File: src/verilog/mft2_pkg.sv
// Shared constants, register map and types of the second multi-function timer.
package mft2_pkg;

  // Register byte offsets on the APB.
  localparam int               APB_AW          = 8;
  localparam logic [APB_AW-1:0] OFF_CTRL_A     = 8'h00;
  localparam logic [APB_AW-1:0] OFF_CTRL_B     = 8'h04;
  localparam logic [APB_AW-1:0] OFF_COUNT      = 8'h08;
  localparam logic [APB_AW-1:0] OFF_CMP_ONE    = 8'h0c;
  localparam logic [APB_AW-1:0] OFF_CMP_TWO    = 8'h10;
  localparam logic [APB_AW-1:0] OFF_CAP_ONE    = 8'h14;
  localparam logic [APB_AW-1:0] OFF_CAP_TWO    = 8'h18;
  localparam logic [APB_AW-1:0] OFF_IRQ_STATUS = 8'h1c;
  localparam logic [APB_AW-1:0] OFF_IRQ_MASK   = 8'h20;

  // Flags and enables register fields.
  localparam int A_CAP_TWO_F = 7;
  localparam int A_CAP_ONE_F = 6;
  localparam int A_CAP_IE    = 5;
  localparam int A_CMP_TWO_F = 4;
  localparam int A_CMP_ONE_F = 3;
  localparam int A_CMP_IE    = 2;
  localparam int A_OVF_F     = 1;
  localparam int A_OVF_IE    = 0;
  localparam logic [7:0] A_FLAG_MASK = 8'hda;

  // Mode and prescale register fields.
  localparam int B_PORT_READ = 7;
  localparam int B_CAP_EDGE  = 6;
  localparam int B_EVT_EDGE  = 5;
  localparam int B_PS_LSB    = 2;
  localparam int PS_W        = 3;
  localparam int B_MODE_LSB  = 0;
  localparam int MODE_W      = 2;
  localparam int PRE_W       = 7;

  // Interrupt status and mask bits.
  localparam int IRQ_W       = 5;
  localparam int IRQ_OVF     = 0;
  localparam int IRQ_CMP_ONE = 1;
  localparam int IRQ_CMP_TWO = 2;
  localparam int IRQ_CAP_ONE = 3;
  localparam int IRQ_CAP_TWO = 4;

  // Reset values.
  localparam logic [7:0]       CTRL_A_RST = 8'h00;
  localparam logic [7:0]       CTRL_B_RST = 8'h00;
  localparam logic [IRQ_W-1:0] IRQ_RST    = 5'h00;

  // Edge detector lanes.
  localparam int EDGE_N       = 3;
  localparam int EDGE_CAP_ONE = 0;
  localparam int EDGE_CAP_TWO = 1;
  localparam int EDGE_EVT     = 2;

  typedef enum logic [MODE_W-1:0] {
    MODE_SOFT_TIMER,
    MODE_PWM,
    MODE_CAP_CMP,
    MODE_EVENT
  } mft2_mode_t;

  // Terminal count of the prescaler: divide by two to the power of code.
  function automatic logic [PRE_W-1:0] mft2_pre_limit(input logic [PS_W-1:0] code);
    logic [PRE_W:0] one_hot;
    one_hot = {{PRE_W{1'b0}}, 1'b1} << code;
    mft2_pre_limit = one_hot[PRE_W-1:0] - {{(PRE_W-1){1'b0}}, 1'b1};
  endfunction

  // Sticky flag update; a set in the same cycle as a clear wins.
  function automatic logic [7:0] mft2_sticky(input logic [7:0] old_v,
                                             input logic [7:0] set_v,
                                             input logic [7:0] clr_v);
    mft2_sticky = (old_v & ~clr_v) | set_v;
  endfunction

endpackage

File: src/verilog/mft2_edge_if.sv
// Interface between the timer core and its pin edge detector.
`timescale 1ns/1ps
`default_nettype none
interface mft2_edge_if #(parameter int N = 3);
  logic [N-1:0] pins;
  logic [N-1:0] rise_sel;
  logic [N-1:0] pulse;

  modport det (input pins, input rise_sel, output pulse);
  modport user (output pins, output rise_sel, input pulse);
endinterface
`default_nettype wire

File: src/verilog/mft2_top.sv
// Second multi-function timer: APB registers, prescaler, counter, flags and port read select.
//
// Notes on behaviour
// - Port read returns pins or data registers.
// - Read mode never touches the timer.
// - Capture edge bit picks rising or falling.
// - Event edge bit picks rising or falling.
// - Prescaler divides clock by two to code.
// - Mode field picks timer, PWM, capture, event.
// - Compare enable gates compare match interrupts.
// - Overflow enable gates overflow interrupts.
`timescale 1ns/1ps
`default_nettype none
module mft2_top
  import mft2_pkg::*;
#(
  parameter int CNT_W  = 16,
  parameter int PORT_W = 8
) (
  // Clock and reset
  input  wire logic              clk,
  input  wire logic              nrst,
  // APB slave
  input  wire logic              psel,
  input  wire logic              penable,
  input  wire logic              pwrite,
  input  wire logic [APB_AW-1:0] paddr,
  input  wire logic [31:0]       pwdata,
  output logic      [31:0]       prdata,
  output logic                   pready,
  output logic                   pslverr,
  // Timer pins
  input  wire logic              capture_one_pin,
  input  wire logic              capture_two_pin,
  input  wire logic              event_pin,
  output logic                   pwm_out,
  // Port read path
  input  wire logic [PORT_W-1:0] port_pin_in,
  input  wire logic [PORT_W-1:0] port_data_in,
  output logic      [PORT_W-1:0] port_read_data,
  // Interrupt
  output logic                   irq
);

  // The counter and port widths must fit one bus word.
  if (CNT_W < 2 || CNT_W > 32) begin : g_bad_cnt
    $error("CNT_W must lie between 2 and 32");
  end
  if (PORT_W < 1 || PORT_W > 32) begin : g_bad_port
    $error("PORT_W must lie between 1 and 32");
  end
  // The prescaler must reach the largest terminal count of its code field.
  if (PRE_W != (1 << PS_W) - 1) begin : g_bad_pre
    $error("PRE_W must be two to the power of PS_W, less one");
  end
  // Status bits go through the eight-bit sticky helper; the mask shares their width.
  if (IRQ_W > 8) begin : g_bad_irq
    $error("IRQ_W must not exceed 8");
  end
  // Every lane that the core reads must exist in the detector.
  if (EDGE_N <= EDGE_EVT || EDGE_N <= EDGE_CAP_TWO || EDGE_N <= EDGE_CAP_ONE) begin : g_bad_edge
    $error("EDGE_N must cover the capture and event lanes");
  end
  // The mode and prescale fields must not run into their neighbours.
  if (B_PS_LSB + PS_W > B_EVT_EDGE || B_MODE_LSB + MODE_W > B_PS_LSB) begin : g_bad_fields
    $error("Mode and prescale fields overlap their neighbours");
  end

  typedef struct packed {
    logic [7:0]        ctrl_a;
    logic [7:0]        ctrl_b;
    logic [CNT_W-1:0]  count;
    logic [CNT_W-1:0]  cmp_one;
    logic [CNT_W-1:0]  cmp_two;
    logic [CNT_W-1:0]  cap_one;
    logic [CNT_W-1:0]  cap_two;
    logic [PRE_W-1:0]  pre;
    logic [IRQ_W-1:0]  irq_status;
    logic [IRQ_W-1:0]  irq_mask;
    logic [31:0]       rdata;
    logic              pwm;
    logic [PORT_W-1:0] pin_s1;
    logic [PORT_W-1:0] pin_s2;
    logic [PORT_W-1:0] port_rd;
  } mft2_state_t;

  localparam mft2_state_t STATE_RST = '{
    ctrl_a:     CTRL_A_RST,
    ctrl_b:     CTRL_B_RST,
    count:      '0,
    cmp_one:    '0,
    cmp_two:    '0,
    cap_one:    '0,
    cap_two:    '0,
    pre:        '0,
    irq_status: IRQ_RST,
    irq_mask:   IRQ_RST,
    rdata:      '0,
    pwm:        1'b0,
    pin_s1:     '0,
    pin_s2:     '0,
    port_rd:    '0
  };

  mft2_state_t st_reg;
  mft2_state_t st_next;

  // The detector owns the capture and event pin synchronisers, so the core never reads those pins raw.
  mft2_edge_if #(.N(EDGE_N)) edge_bus ();

  mft2_edge #(
    .N (EDGE_N)
  ) u_edge (
    .clk  (clk),
    .nrst (nrst),
    .bus  (edge_bus)
  );

  // Both capture lanes share one edge select, the event lane has its own.
  assign edge_bus.pins[EDGE_CAP_ONE]     = capture_one_pin;
  assign edge_bus.pins[EDGE_CAP_TWO]     = capture_two_pin;
  assign edge_bus.pins[EDGE_EVT]         = event_pin;
  assign edge_bus.rise_sel[EDGE_CAP_ONE] = st_reg.ctrl_b[B_CAP_EDGE];
  assign edge_bus.rise_sel[EDGE_CAP_TWO] = st_reg.ctrl_b[B_CAP_EDGE];
  assign edge_bus.rise_sel[EDGE_EVT]     = st_reg.ctrl_b[B_EVT_EDGE];

  // Widen a counter value to a read word.
  function automatic logic [31:0] widen(input logic [CNT_W-1:0] v);
    widen = 32'h0;
    widen[CNT_W-1:0] = v;
  endfunction

  // Only the offsets below are decoded; anything else answers with an error.
  function automatic logic addr_known(input logic [APB_AW-1:0] a);
    case (a)
      OFF_CTRL_A, OFF_CTRL_B, OFF_COUNT, OFF_CMP_ONE, OFF_CMP_TWO,
      OFF_CAP_ONE, OFF_CAP_TWO, OFF_IRQ_STATUS, OFF_IRQ_MASK: addr_known = 1'b1;
      default: addr_known = 1'b0;
    endcase
  endfunction

  // A compare match counts only when the counter really moves onto the value.
  function automatic logic match_on_advance(input logic             step,
                                            input logic [CNT_W-1:0] next_v,
                                            input logic [CNT_W-1:0] cmp_v);
    match_on_advance = step && (next_v == cmp_v);
  endfunction

  // Capture edges only count in capture/compare mode.
  function automatic logic capture_seen(input mft2_mode_t m, input logic hit);
    capture_seen = (m == MODE_CAP_CMP) && hit;
  endfunction

  logic             acc;
  logic             wr;
  logic             rd_setup;
  mft2_mode_t       mode;
  logic             tick;
  logic             adv;
  logic             pwm_wrap;
  logic [CNT_W-1:0] cnt_after;
  logic             ovf_hit;
  logic             cmp_one_hit;
  logic             cmp_two_hit;
  logic             cap_one_hit;
  logic             cap_two_hit;
  logic [7:0]       flag_set;
  logic [7:0]       flag_clr;
  logic [7:0]       irq_set;
  logic [7:0]       irq_clr;
  logic [7:0]       irq_upd;

  always_comb begin
    st_next  = st_reg;
    acc      = psel && penable;
    wr       = acc && pwrite;
    rd_setup = psel && !penable && !pwrite;
    mode = mft2_mode_t'(st_reg.ctrl_b[B_MODE_LSB +: MODE_W]);

    // power of two prescale
    // At least, not equal: a smaller code written while the prescaler stands
    // above its new limit would otherwise stall the counter for a whole wrap.
    tick = (st_reg.pre >= mft2_pre_limit(st_reg.ctrl_b[B_PS_LSB +: PS_W]));
    st_next.pre = tick ? '0 : st_reg.pre + {{(PRE_W-1){1'b0}}, 1'b1};

    case (mode)
      MODE_EVENT: adv = edge_bus.pulse[EDGE_EVT];
      default:    adv = tick;
    endcase

    // PWM period ends at the second compare value instead of at full scale.
    pwm_wrap  = (mode == MODE_PWM) && (st_reg.count == st_reg.cmp_two);
    cnt_after = pwm_wrap ? '0 : st_reg.count + {{(CNT_W-1){1'b0}}, 1'b1};

    ovf_hit     = adv && !pwm_wrap && (&st_reg.count);
    cmp_one_hit = match_on_advance(adv, cnt_after, st_reg.cmp_one);
    cmp_two_hit = match_on_advance(adv, cnt_after, st_reg.cmp_two);
    cap_one_hit = capture_seen(mode, edge_bus.pulse[EDGE_CAP_ONE]);
    cap_two_hit = capture_seen(mode, edge_bus.pulse[EDGE_CAP_TWO]);

    if (adv) begin
      st_next.count = cnt_after;
    end
    // A capture keeps the count from before this edge's advance.
    if (cap_one_hit) begin
      st_next.cap_one = st_reg.count;
    end
    if (cap_two_hit) begin
      st_next.cap_two = st_reg.count;
    end
    // Registered, so the output lags the count by one clock but never glitches.
    st_next.pwm = (mode == MODE_PWM) && (st_reg.count < st_reg.cmp_one);

    flag_set = 8'h00;
    flag_set[A_OVF_F]     = ovf_hit;
    flag_set[A_CMP_ONE_F] = cmp_one_hit;
    flag_set[A_CMP_TWO_F] = cmp_two_hit;
    flag_set[A_CAP_ONE_F] = cap_one_hit;
    flag_set[A_CAP_TWO_F] = cap_two_hit;

    irq_set = 8'h00;
    irq_set[IRQ_OVF]     = ovf_hit && st_reg.ctrl_a[A_OVF_IE];
    irq_set[IRQ_CMP_ONE] = cmp_one_hit && st_reg.ctrl_a[A_CMP_IE];
    irq_set[IRQ_CMP_TWO] = cmp_two_hit && st_reg.ctrl_a[A_CMP_IE];
    irq_set[IRQ_CAP_ONE] = cap_one_hit && st_reg.ctrl_a[A_CAP_IE];
    irq_set[IRQ_CAP_TWO] = cap_two_hit && st_reg.ctrl_a[A_CAP_IE];

    flag_clr = 8'h00;
    irq_clr  = 8'h00;
    if (wr) begin
      case (paddr)
        OFF_CTRL_A: begin
          // Writing zero to a flag clears it; enable bits take the written value.
          flag_clr = ~pwdata[7:0] & A_FLAG_MASK;
          st_next.ctrl_a = (st_reg.ctrl_a & A_FLAG_MASK) | (pwdata[7:0] & ~A_FLAG_MASK);
        end
        OFF_CTRL_B:     st_next.ctrl_b = pwdata[7:0];
        // A software load of the counter overrides the advance in the same cycle.
        OFF_COUNT:      st_next.count = pwdata[CNT_W-1:0];
        OFF_CMP_ONE:    st_next.cmp_one = pwdata[CNT_W-1:0];
        OFF_CMP_TWO:    st_next.cmp_two = pwdata[CNT_W-1:0];
        OFF_IRQ_STATUS: irq_clr[IRQ_W-1:0] = pwdata[IRQ_W-1:0];
        OFF_IRQ_MASK:   st_next.irq_mask = pwdata[IRQ_W-1:0];
        default: begin
        end
      endcase
    end

    st_next.ctrl_a = mft2_sticky(st_next.ctrl_a, flag_set, flag_clr);
    irq_upd = mft2_sticky({{(8-IRQ_W){1'b0}}, st_reg.irq_status}, irq_set, irq_clr);
    st_next.irq_status = irq_upd[IRQ_W-1:0];

    // Read data is fetched in the setup cycle so that it comes from a flop.
    if (rd_setup) begin
      case (paddr)
        OFF_CTRL_A:     st_next.rdata = {24'h0, st_reg.ctrl_a};
        OFF_CTRL_B:     st_next.rdata = {24'h0, st_reg.ctrl_b};
        OFF_COUNT:      st_next.rdata = widen(st_reg.count);
        OFF_CMP_ONE:    st_next.rdata = widen(st_reg.cmp_one);
        OFF_CMP_TWO:    st_next.rdata = widen(st_reg.cmp_two);
        OFF_CAP_ONE:    st_next.rdata = widen(st_reg.cap_one);
        OFF_CAP_TWO:    st_next.rdata = widen(st_reg.cap_two);
        OFF_IRQ_STATUS: st_next.rdata = {27'h0, st_reg.irq_status};
        OFF_IRQ_MASK:   st_next.rdata = {27'h0, st_reg.irq_mask};
        default:        st_next.rdata = 32'h0;
      endcase
    end

    // Pin levels pass two stages first; the data registers share this clock.
    // port read source select
    st_next.pin_s1  = port_pin_in;
    st_next.pin_s2  = st_reg.pin_s1;
    st_next.port_rd = st_reg.ctrl_b[B_PORT_READ] ? port_data_in : st_reg.pin_s2;
    // read mode isolated from timer
    // The read mode bit feeds only the port path above; no timer term reads it,
    // so a pin forced against its driven level shows only in pin mode.
  end

  always_ff @(posedge clk or negedge nrst) begin
    if (!nrst) begin
      st_reg <= STATE_RST;
    end else begin
      st_reg <= st_next;
    end
  end

  // Zero wait states: every access phase completes at its first edge.
  assign pready         = 1'b1;
  assign pslverr        = psel && penable && !addr_known(paddr);
  assign prdata         = st_reg.rdata;
  assign pwm_out        = st_reg.pwm;
  assign port_read_data = st_reg.port_rd;
  // A plain OR of flops, so the interrupt carries no glitch from the bus.
  assign irq            = |(st_reg.irq_status & st_reg.irq_mask);

endmodule
`default_nettype wire

File: src/verilog/mft2_edge.sv
// Pin synchroniser and selectable edge detector for capture and event inputs.
`timescale 1ns/1ps
`default_nettype none
module mft2_edge
  import mft2_pkg::*;
#(
  parameter int N = EDGE_N
) (
  // Clock and reset
  input wire logic clk,
  input wire logic nrst,
  // Pins in, pulses out
  mft2_edge_if.det bus
);

  typedef struct packed {
    logic [N-1:0] s1;
    logic [N-1:0] s2;
    logic [N-1:0] s3;
  } mft2_edge_state_t;

  mft2_edge_state_t st_reg;
  mft2_edge_state_t st_next;

  // The first stage feeds only the second; edges are judged on the later two.
  always_comb begin
    st_next    = st_reg;
    st_next.s1 = bus.pins;
    st_next.s2 = st_reg.s1;
    st_next.s3 = st_reg.s2;
  end

  always_ff @(posedge clk or negedge nrst) begin
    if (!nrst) begin
      st_reg <= '0;
    end else begin
      st_reg <= st_next;
    end
  end

  assign bus.pulse = (bus.rise_sel & st_reg.s2 & ~st_reg.s3)
                   | (~bus.rise_sel & ~st_reg.s2 & st_reg.s3);

endmodule
`default_nettype wire

File: config.mk
export PLATFORM = sky130hd
export DESIGN_NAME = mft2_top
export DESIGN_NICKNAME = d
export VERILOG_FILES = /design/src/verilog/mft2_pkg.sv /design/src/verilog/mft2_edge_if.sv /design/src/verilog/mft2_top.sv /design/src/verilog/mft2_edge.sv
export SDC_FILE = /design/constraint.sdc
export NUM_CORES = 1
export LEC_CHECK = 0
export BUFFER_PORTS_ARGS = -buffer_cell sky130_fd_sc_hd__buf_4
export CAP_MARGIN = 10
export CORE_MARGIN = 2
export CORE_UTILIZATION = 45
export DETAILED_ROUTE_END_ITERATION = 7
export GPL_TIMING_DRIVEN = 0
export PLACE_DENSITY_LB_ADDON = 0.2
export RECOVER_POWER = 25
export SLEW_MARGIN = 20
export SYNTH_ARGS = -nofsm -noshare
export SYNTH_HDL_FRONTEND = slang
export SYNTH_HIERARCHICAL = 1
export SYNTH_SLANG_ARGS = --single-unit
File: constraint.sdc
create_clock -name clk -period 5.08 [get_ports clk]
set_input_delay 1.016 -clock clk [delete_from_list [all_inputs] [get_ports clk]]
set_output_delay 1.016 -clock clk [all_outputs]
set_load 0.02 [all_outputs]
* Word level (Yosys, flattened, before mapping)
Index checks and enable logic that the tools add are counted. W data, S select, Z words.
Word-level totals: flip-flop bits (word level) 179
Operators by class: shifts and indexed selects 1, equality and inequality tests 14, bitwise gates (word level) 17, $add $sub $neg 3, muxes and demuxes 17, reductions and logical operators 30, magnitude comparators 2
Operators with widths (number):
- $pmux W16 S9 | 1
- $mux W16 | 5
- $mux W64 | 1
- $eq A16 B16 Y1 | 3
- $mux W8 | 5
- $eq A8 B5 Y1 const B | 4
- $logic_and A1 B1 Y1 | 18
- $add A16 B1 Y16 const B | 1
- $eq A8 B4 Y1 const B | 2
- $lt A16 B16 Y1 | 1
- $not A8 Y8 | 2
- $reduce_and A16 Y1 | 1
- $and A3 B3 Y3 | 4
- $and A5 B5 Y5 | 2
- $mux W5 | 2
- $not A3 Y3 | 3
- $reduce_or A9 Y1 | 1
- $and A8 B8 Y8 | 1
- $eq A8 B3 Y1 const B | 1
- $eq A8 B6 Y1 const B | 1
- $logic_not A8 Y1 | 1
- $or A8 B6 Y8 | 1
- $or A8 B8 Y8 | 1
- $reduce_and A2 Y1 | 4
- 13 further kinds | 18

* Longest topological paths before layout
depth in word-level cells 10, depth in mapped cells 12, depth with buffers taken out 10

* Modules after synthesis
Netlist, hierarchy kept.
Modules (own cells, without submodules):
- mft2_top | area each 8441.8 sq um, cells each 824, instances 1
- mft2_edge | area each 280.3 sq um, cells each 18, instances 1

* Worst setup path before layout
Ideal clock, no wire load.
path kind in2out, start point input paddr[2], end point output pslverr, data required time 4.064 ns, setup slack 1.795 ns, path buffers 0, arrival 2.269 ns, stages on the path 3, cell sequence or4_1 -> nor4_2 -> a211oi_1
On the way: cells in the longest elaborated chain, start to end 5
RTL lines:
- start, declared | line mft2_top.sv:27 | input wire logic [APB_AW-1:0] paddr,
- $eq A8 B3 Y1, or another cell as far along | line mft2_top.sv:135 | case (a)
- $reduce_or A9 Y1 (*) | line mft2_top.sv:135
- $mux W1 (*) | line mft2_top.sv:135
- $logic_not A1 Y1 (*) | line mft2_top.sv:289 | assign pslverr = psel && penable && !addr_known(paddr);
- $logic_and A1 B1 Y1 (*) | line mft2_top.sv:289
- end, declared | line mft2_top.sv:31 | output logic pslverr,
Mark *: on every way between the ends. The rest lies on a longest branch, timed or not.

* Worst setup path in the final report
Same ends and word-level chain as after synthesis.

==> results.md <==
* Status: complete, but fails checks
* Failing checks: DRC, capacitance limit, slew limit
* Count of cell types in the netlist at 67
* Clock sink count at 163
* Setup TNS at 0 ps
* Most frequent cells in the layout: dfrtp_1, buf_4, mux2_2
* Sw power at 1.21 mW
* Rel. slew slack at -48.0%
* Die area at 20500 µm²
* Initial drt markers at 824
* Root Driver: clkbuf_16
* Critical path class: in -> out
* Max VDD drop at 0.244 mV
* Antenna violations before repair at 0
* Asr flop ratio synth at 100%
* Vias at 7141
* Post-Synthesis Cells at 842
* Yosys reg bits at 163
* Std cell rows at 50
* Hold Path Class: reg -> reg
* CTS Buf Count at 17
* Worst EP arrival at 2620 ps
* Tightest Pin Transition at 2220 ps
* Cell count after placement at 1192
* Layout area overhead at 17.9%
* Resize count post-CTS at 0
* Max Fanout on Critical Path at 7
* CTS H-tree depth at 4
* Startpoint types: input port
* Post-CTS Hold Buffers at 0
* Clock power share at 35.8%
* Setup slack after layout at 1450 ps
* Hold slack at 350 ps
* Clk_skew at 14.5 ps
* Final period util at 71.5%
* CTS tree: built
* Int Power at 2.44 mW
* Clock buffer depth at 2
* Area contributors post-synth: dfrtp_1, mux2_2, buf_4
* Skew-Pair Late Insertion Delay at 450 ps
* Initial Utilization at 46.2%
* Nets at 1039
* All-layer global routing usage at 25.9%
* Number of enable flip-flop cells after synthesis at 0
* Req. time, crit path at 4060 ps
* Clk slew on worst S/H paths at 70 ps
* Congestion Overflow GR at 0
* Largest net degree at the start of global routing at 87
* Core Box Area at 18900 µm²
* Via/cell ratio at 5.83
* Final setup fails at 0
* Vias in the first global route at 6814
* Share of post-route cells with drive strength above 1 at 26.5%
* Drt drc at 12
* Most common cell after layout, fill and taps aside: dfrtp_1
* Global-route wire length before repair at 39600 µm
* Yosys top cell area share at 46.8%
* Final hold violations at 0
* Post-DP HPWL at 18500 µm
* Seq pwr share at 39.9%
* Pwr Density at 355 nW/µm²
* Area of the multi-input gates at 4110 µm²
* Die Wd at 143 µm
* Logic pwr share at 24.3%
* Antenna Nets Post-Route at 0
* Switch share at 33.1%
* WL/cell at 20.7 µm
* Port-buffer cells at 74
* Synth warn at 6
* Leakage at 4.64 nW
* Pre-Repair DR Iteration Count at 8
* Antenna cells at 0
* Placer Congestion at 0.950
* Non-Filler Instances at 1224
* Max FFs per register at 117
* Post-synth top area cell: dfrtp_1
* Setup Fix Bufs, Post-CTS at 0
* Final WL at 25300 µm
* Max-cap violations at 1
* Slew Limit Fails at 86
* Mean post-synth cell area at 10.4 µm²
* Unrepaired setup endpoints after global routing: false
* Max Freq at 275 MHz
* Pre-CTS setup slack at 1440 ps
* Top_reg_cell synth: dfrtp_1
* Fillers at 1731
* Die height at 143 µm
* Worst Setup End Kind: output pin
* Netlist Area Pre-Place at 8720 µm²
* Sequential cell area at 4080 µm²
* # IOs at 108
* Post-layout min period at 3630 ps
* Post-synthesis sequential area ratio at 46.8%
==> cell usage after synthesis (10+ instances only) <==
| cell | n |
|---|---|
| nor2_1 | 71 |
| a22oi_1 | 22 |
| xnor2_1 | 15 |
| a222oi_1 | 18 |
| o21ai_0 | 31 |
| a221oi_1 | 11 |
| nand4_1 | 10 |
| nor2b_1 | 11 |
| ha_1 | 24 |
| buf_4 | 42 |
| o21ai_1 | 12 |
| nor3_1 | 18 |
| a31oi_1 | 24 |
| nand2_1 | 53 |
| inv_1 | 23 |
| xor2_1 | 19 |
| a21oi_1 | 31 |
| nand3_1 | 22 |
| buf_2 | 16 |
| clkbuf_1 | 23 |
| dfrtp_1 | 163 |
| mux2_2 | 75 |
==> kinds of logic after synthesis <==
family                     count (synthesis)  share of synthesized area (%)
AOI/OAI and AO/OA                        192                           15.2
xor gates and xnor gates                  34                           3.41
buffers and inverters                    107                           6.73
and+or+nand+nor                          238                           13.8
other                                      2                         0.0861
DFF                                      163                           46.8
adders and majority gates                 24                           3.44
muxes                                     82                           10.6
==> layer usage <==
layer	wire [µm]	track usage [%]	vias up
met1	11500	37.1	3522
met5	0	0	-
met2	11500	40.4	325
met4	370	7.79	0
li1	-	-	3265
met3	1900	4.56	29
==> power by group through the flow <==
stage | combinational [mW] | sequential [mW] | clock, mW
global placement | 0.864 | 1.47 | 0
CTS | 0.876 | 1.45 | 1.32
global route | 0.966 | 1.47 | 1.38
floorplan | 0.599 | 1.45 | 0
finish | 0.885 | 1.45 | 1.31
detailed placement | 0.872 | 1.48 | 0
==> stage by stage <==
stage	total power, mW	util, %	area, µm²
2_1_floorplan	2.05	-	8780
3_3_place_gp	2.34	51.1	9660
3_5_place_dp	2.35	51.3	9690
4_1_cts	3.65	54.5	10300
5_1_grt	3.81	54.4	10300
6_report	3.64	54.4	10300
==> critical path, stage by stage <==
cell and delay, ps:
buf_4 120, or4_1 600, nor4_2 580, a211oi_1 100
buf_4 190
==> path summary, 6_finish.rpt <==
| kind | end | slack (ps) | start | cells after the start |
|---|---|---|---|---|
| setup / recovery | pslverr | 1450 | paddr[2] | 5 |
| hold / removal | st_reg[11] | 350 | st_next[11] | 0 |
| setup reg to reg | st_reg[141] | 1750 | st_reg[158] | 12 |
| hold reg to reg | st_reg[11] | 350 | st_next[11] | 0 |
| max in group asynchronous | st_reg[146] | 2550 | nrst | 1 |
| min in group asynchronous | st_reg[67] | 1230 | nrst | 1 |
==> area by class of cell <==
| class | count | area share [%] |
|---|---|---|
| Clock inverter | 15 | 1.66 |
| Inverter | 25 | 0.913 |
| Clock buffer | 17 | 4.14 |
| Sequential cell | 163 | 39.7 |
| Multi-Input combinational cell | 587 | 40.0 |
| Buffer | 82 | 4.80 |
| Timing Repair Buffer | 75 | 5.65 |
| Tap cell | 260 | 3.16 |
Note: power is estimated with default switching activity, not from simulation.
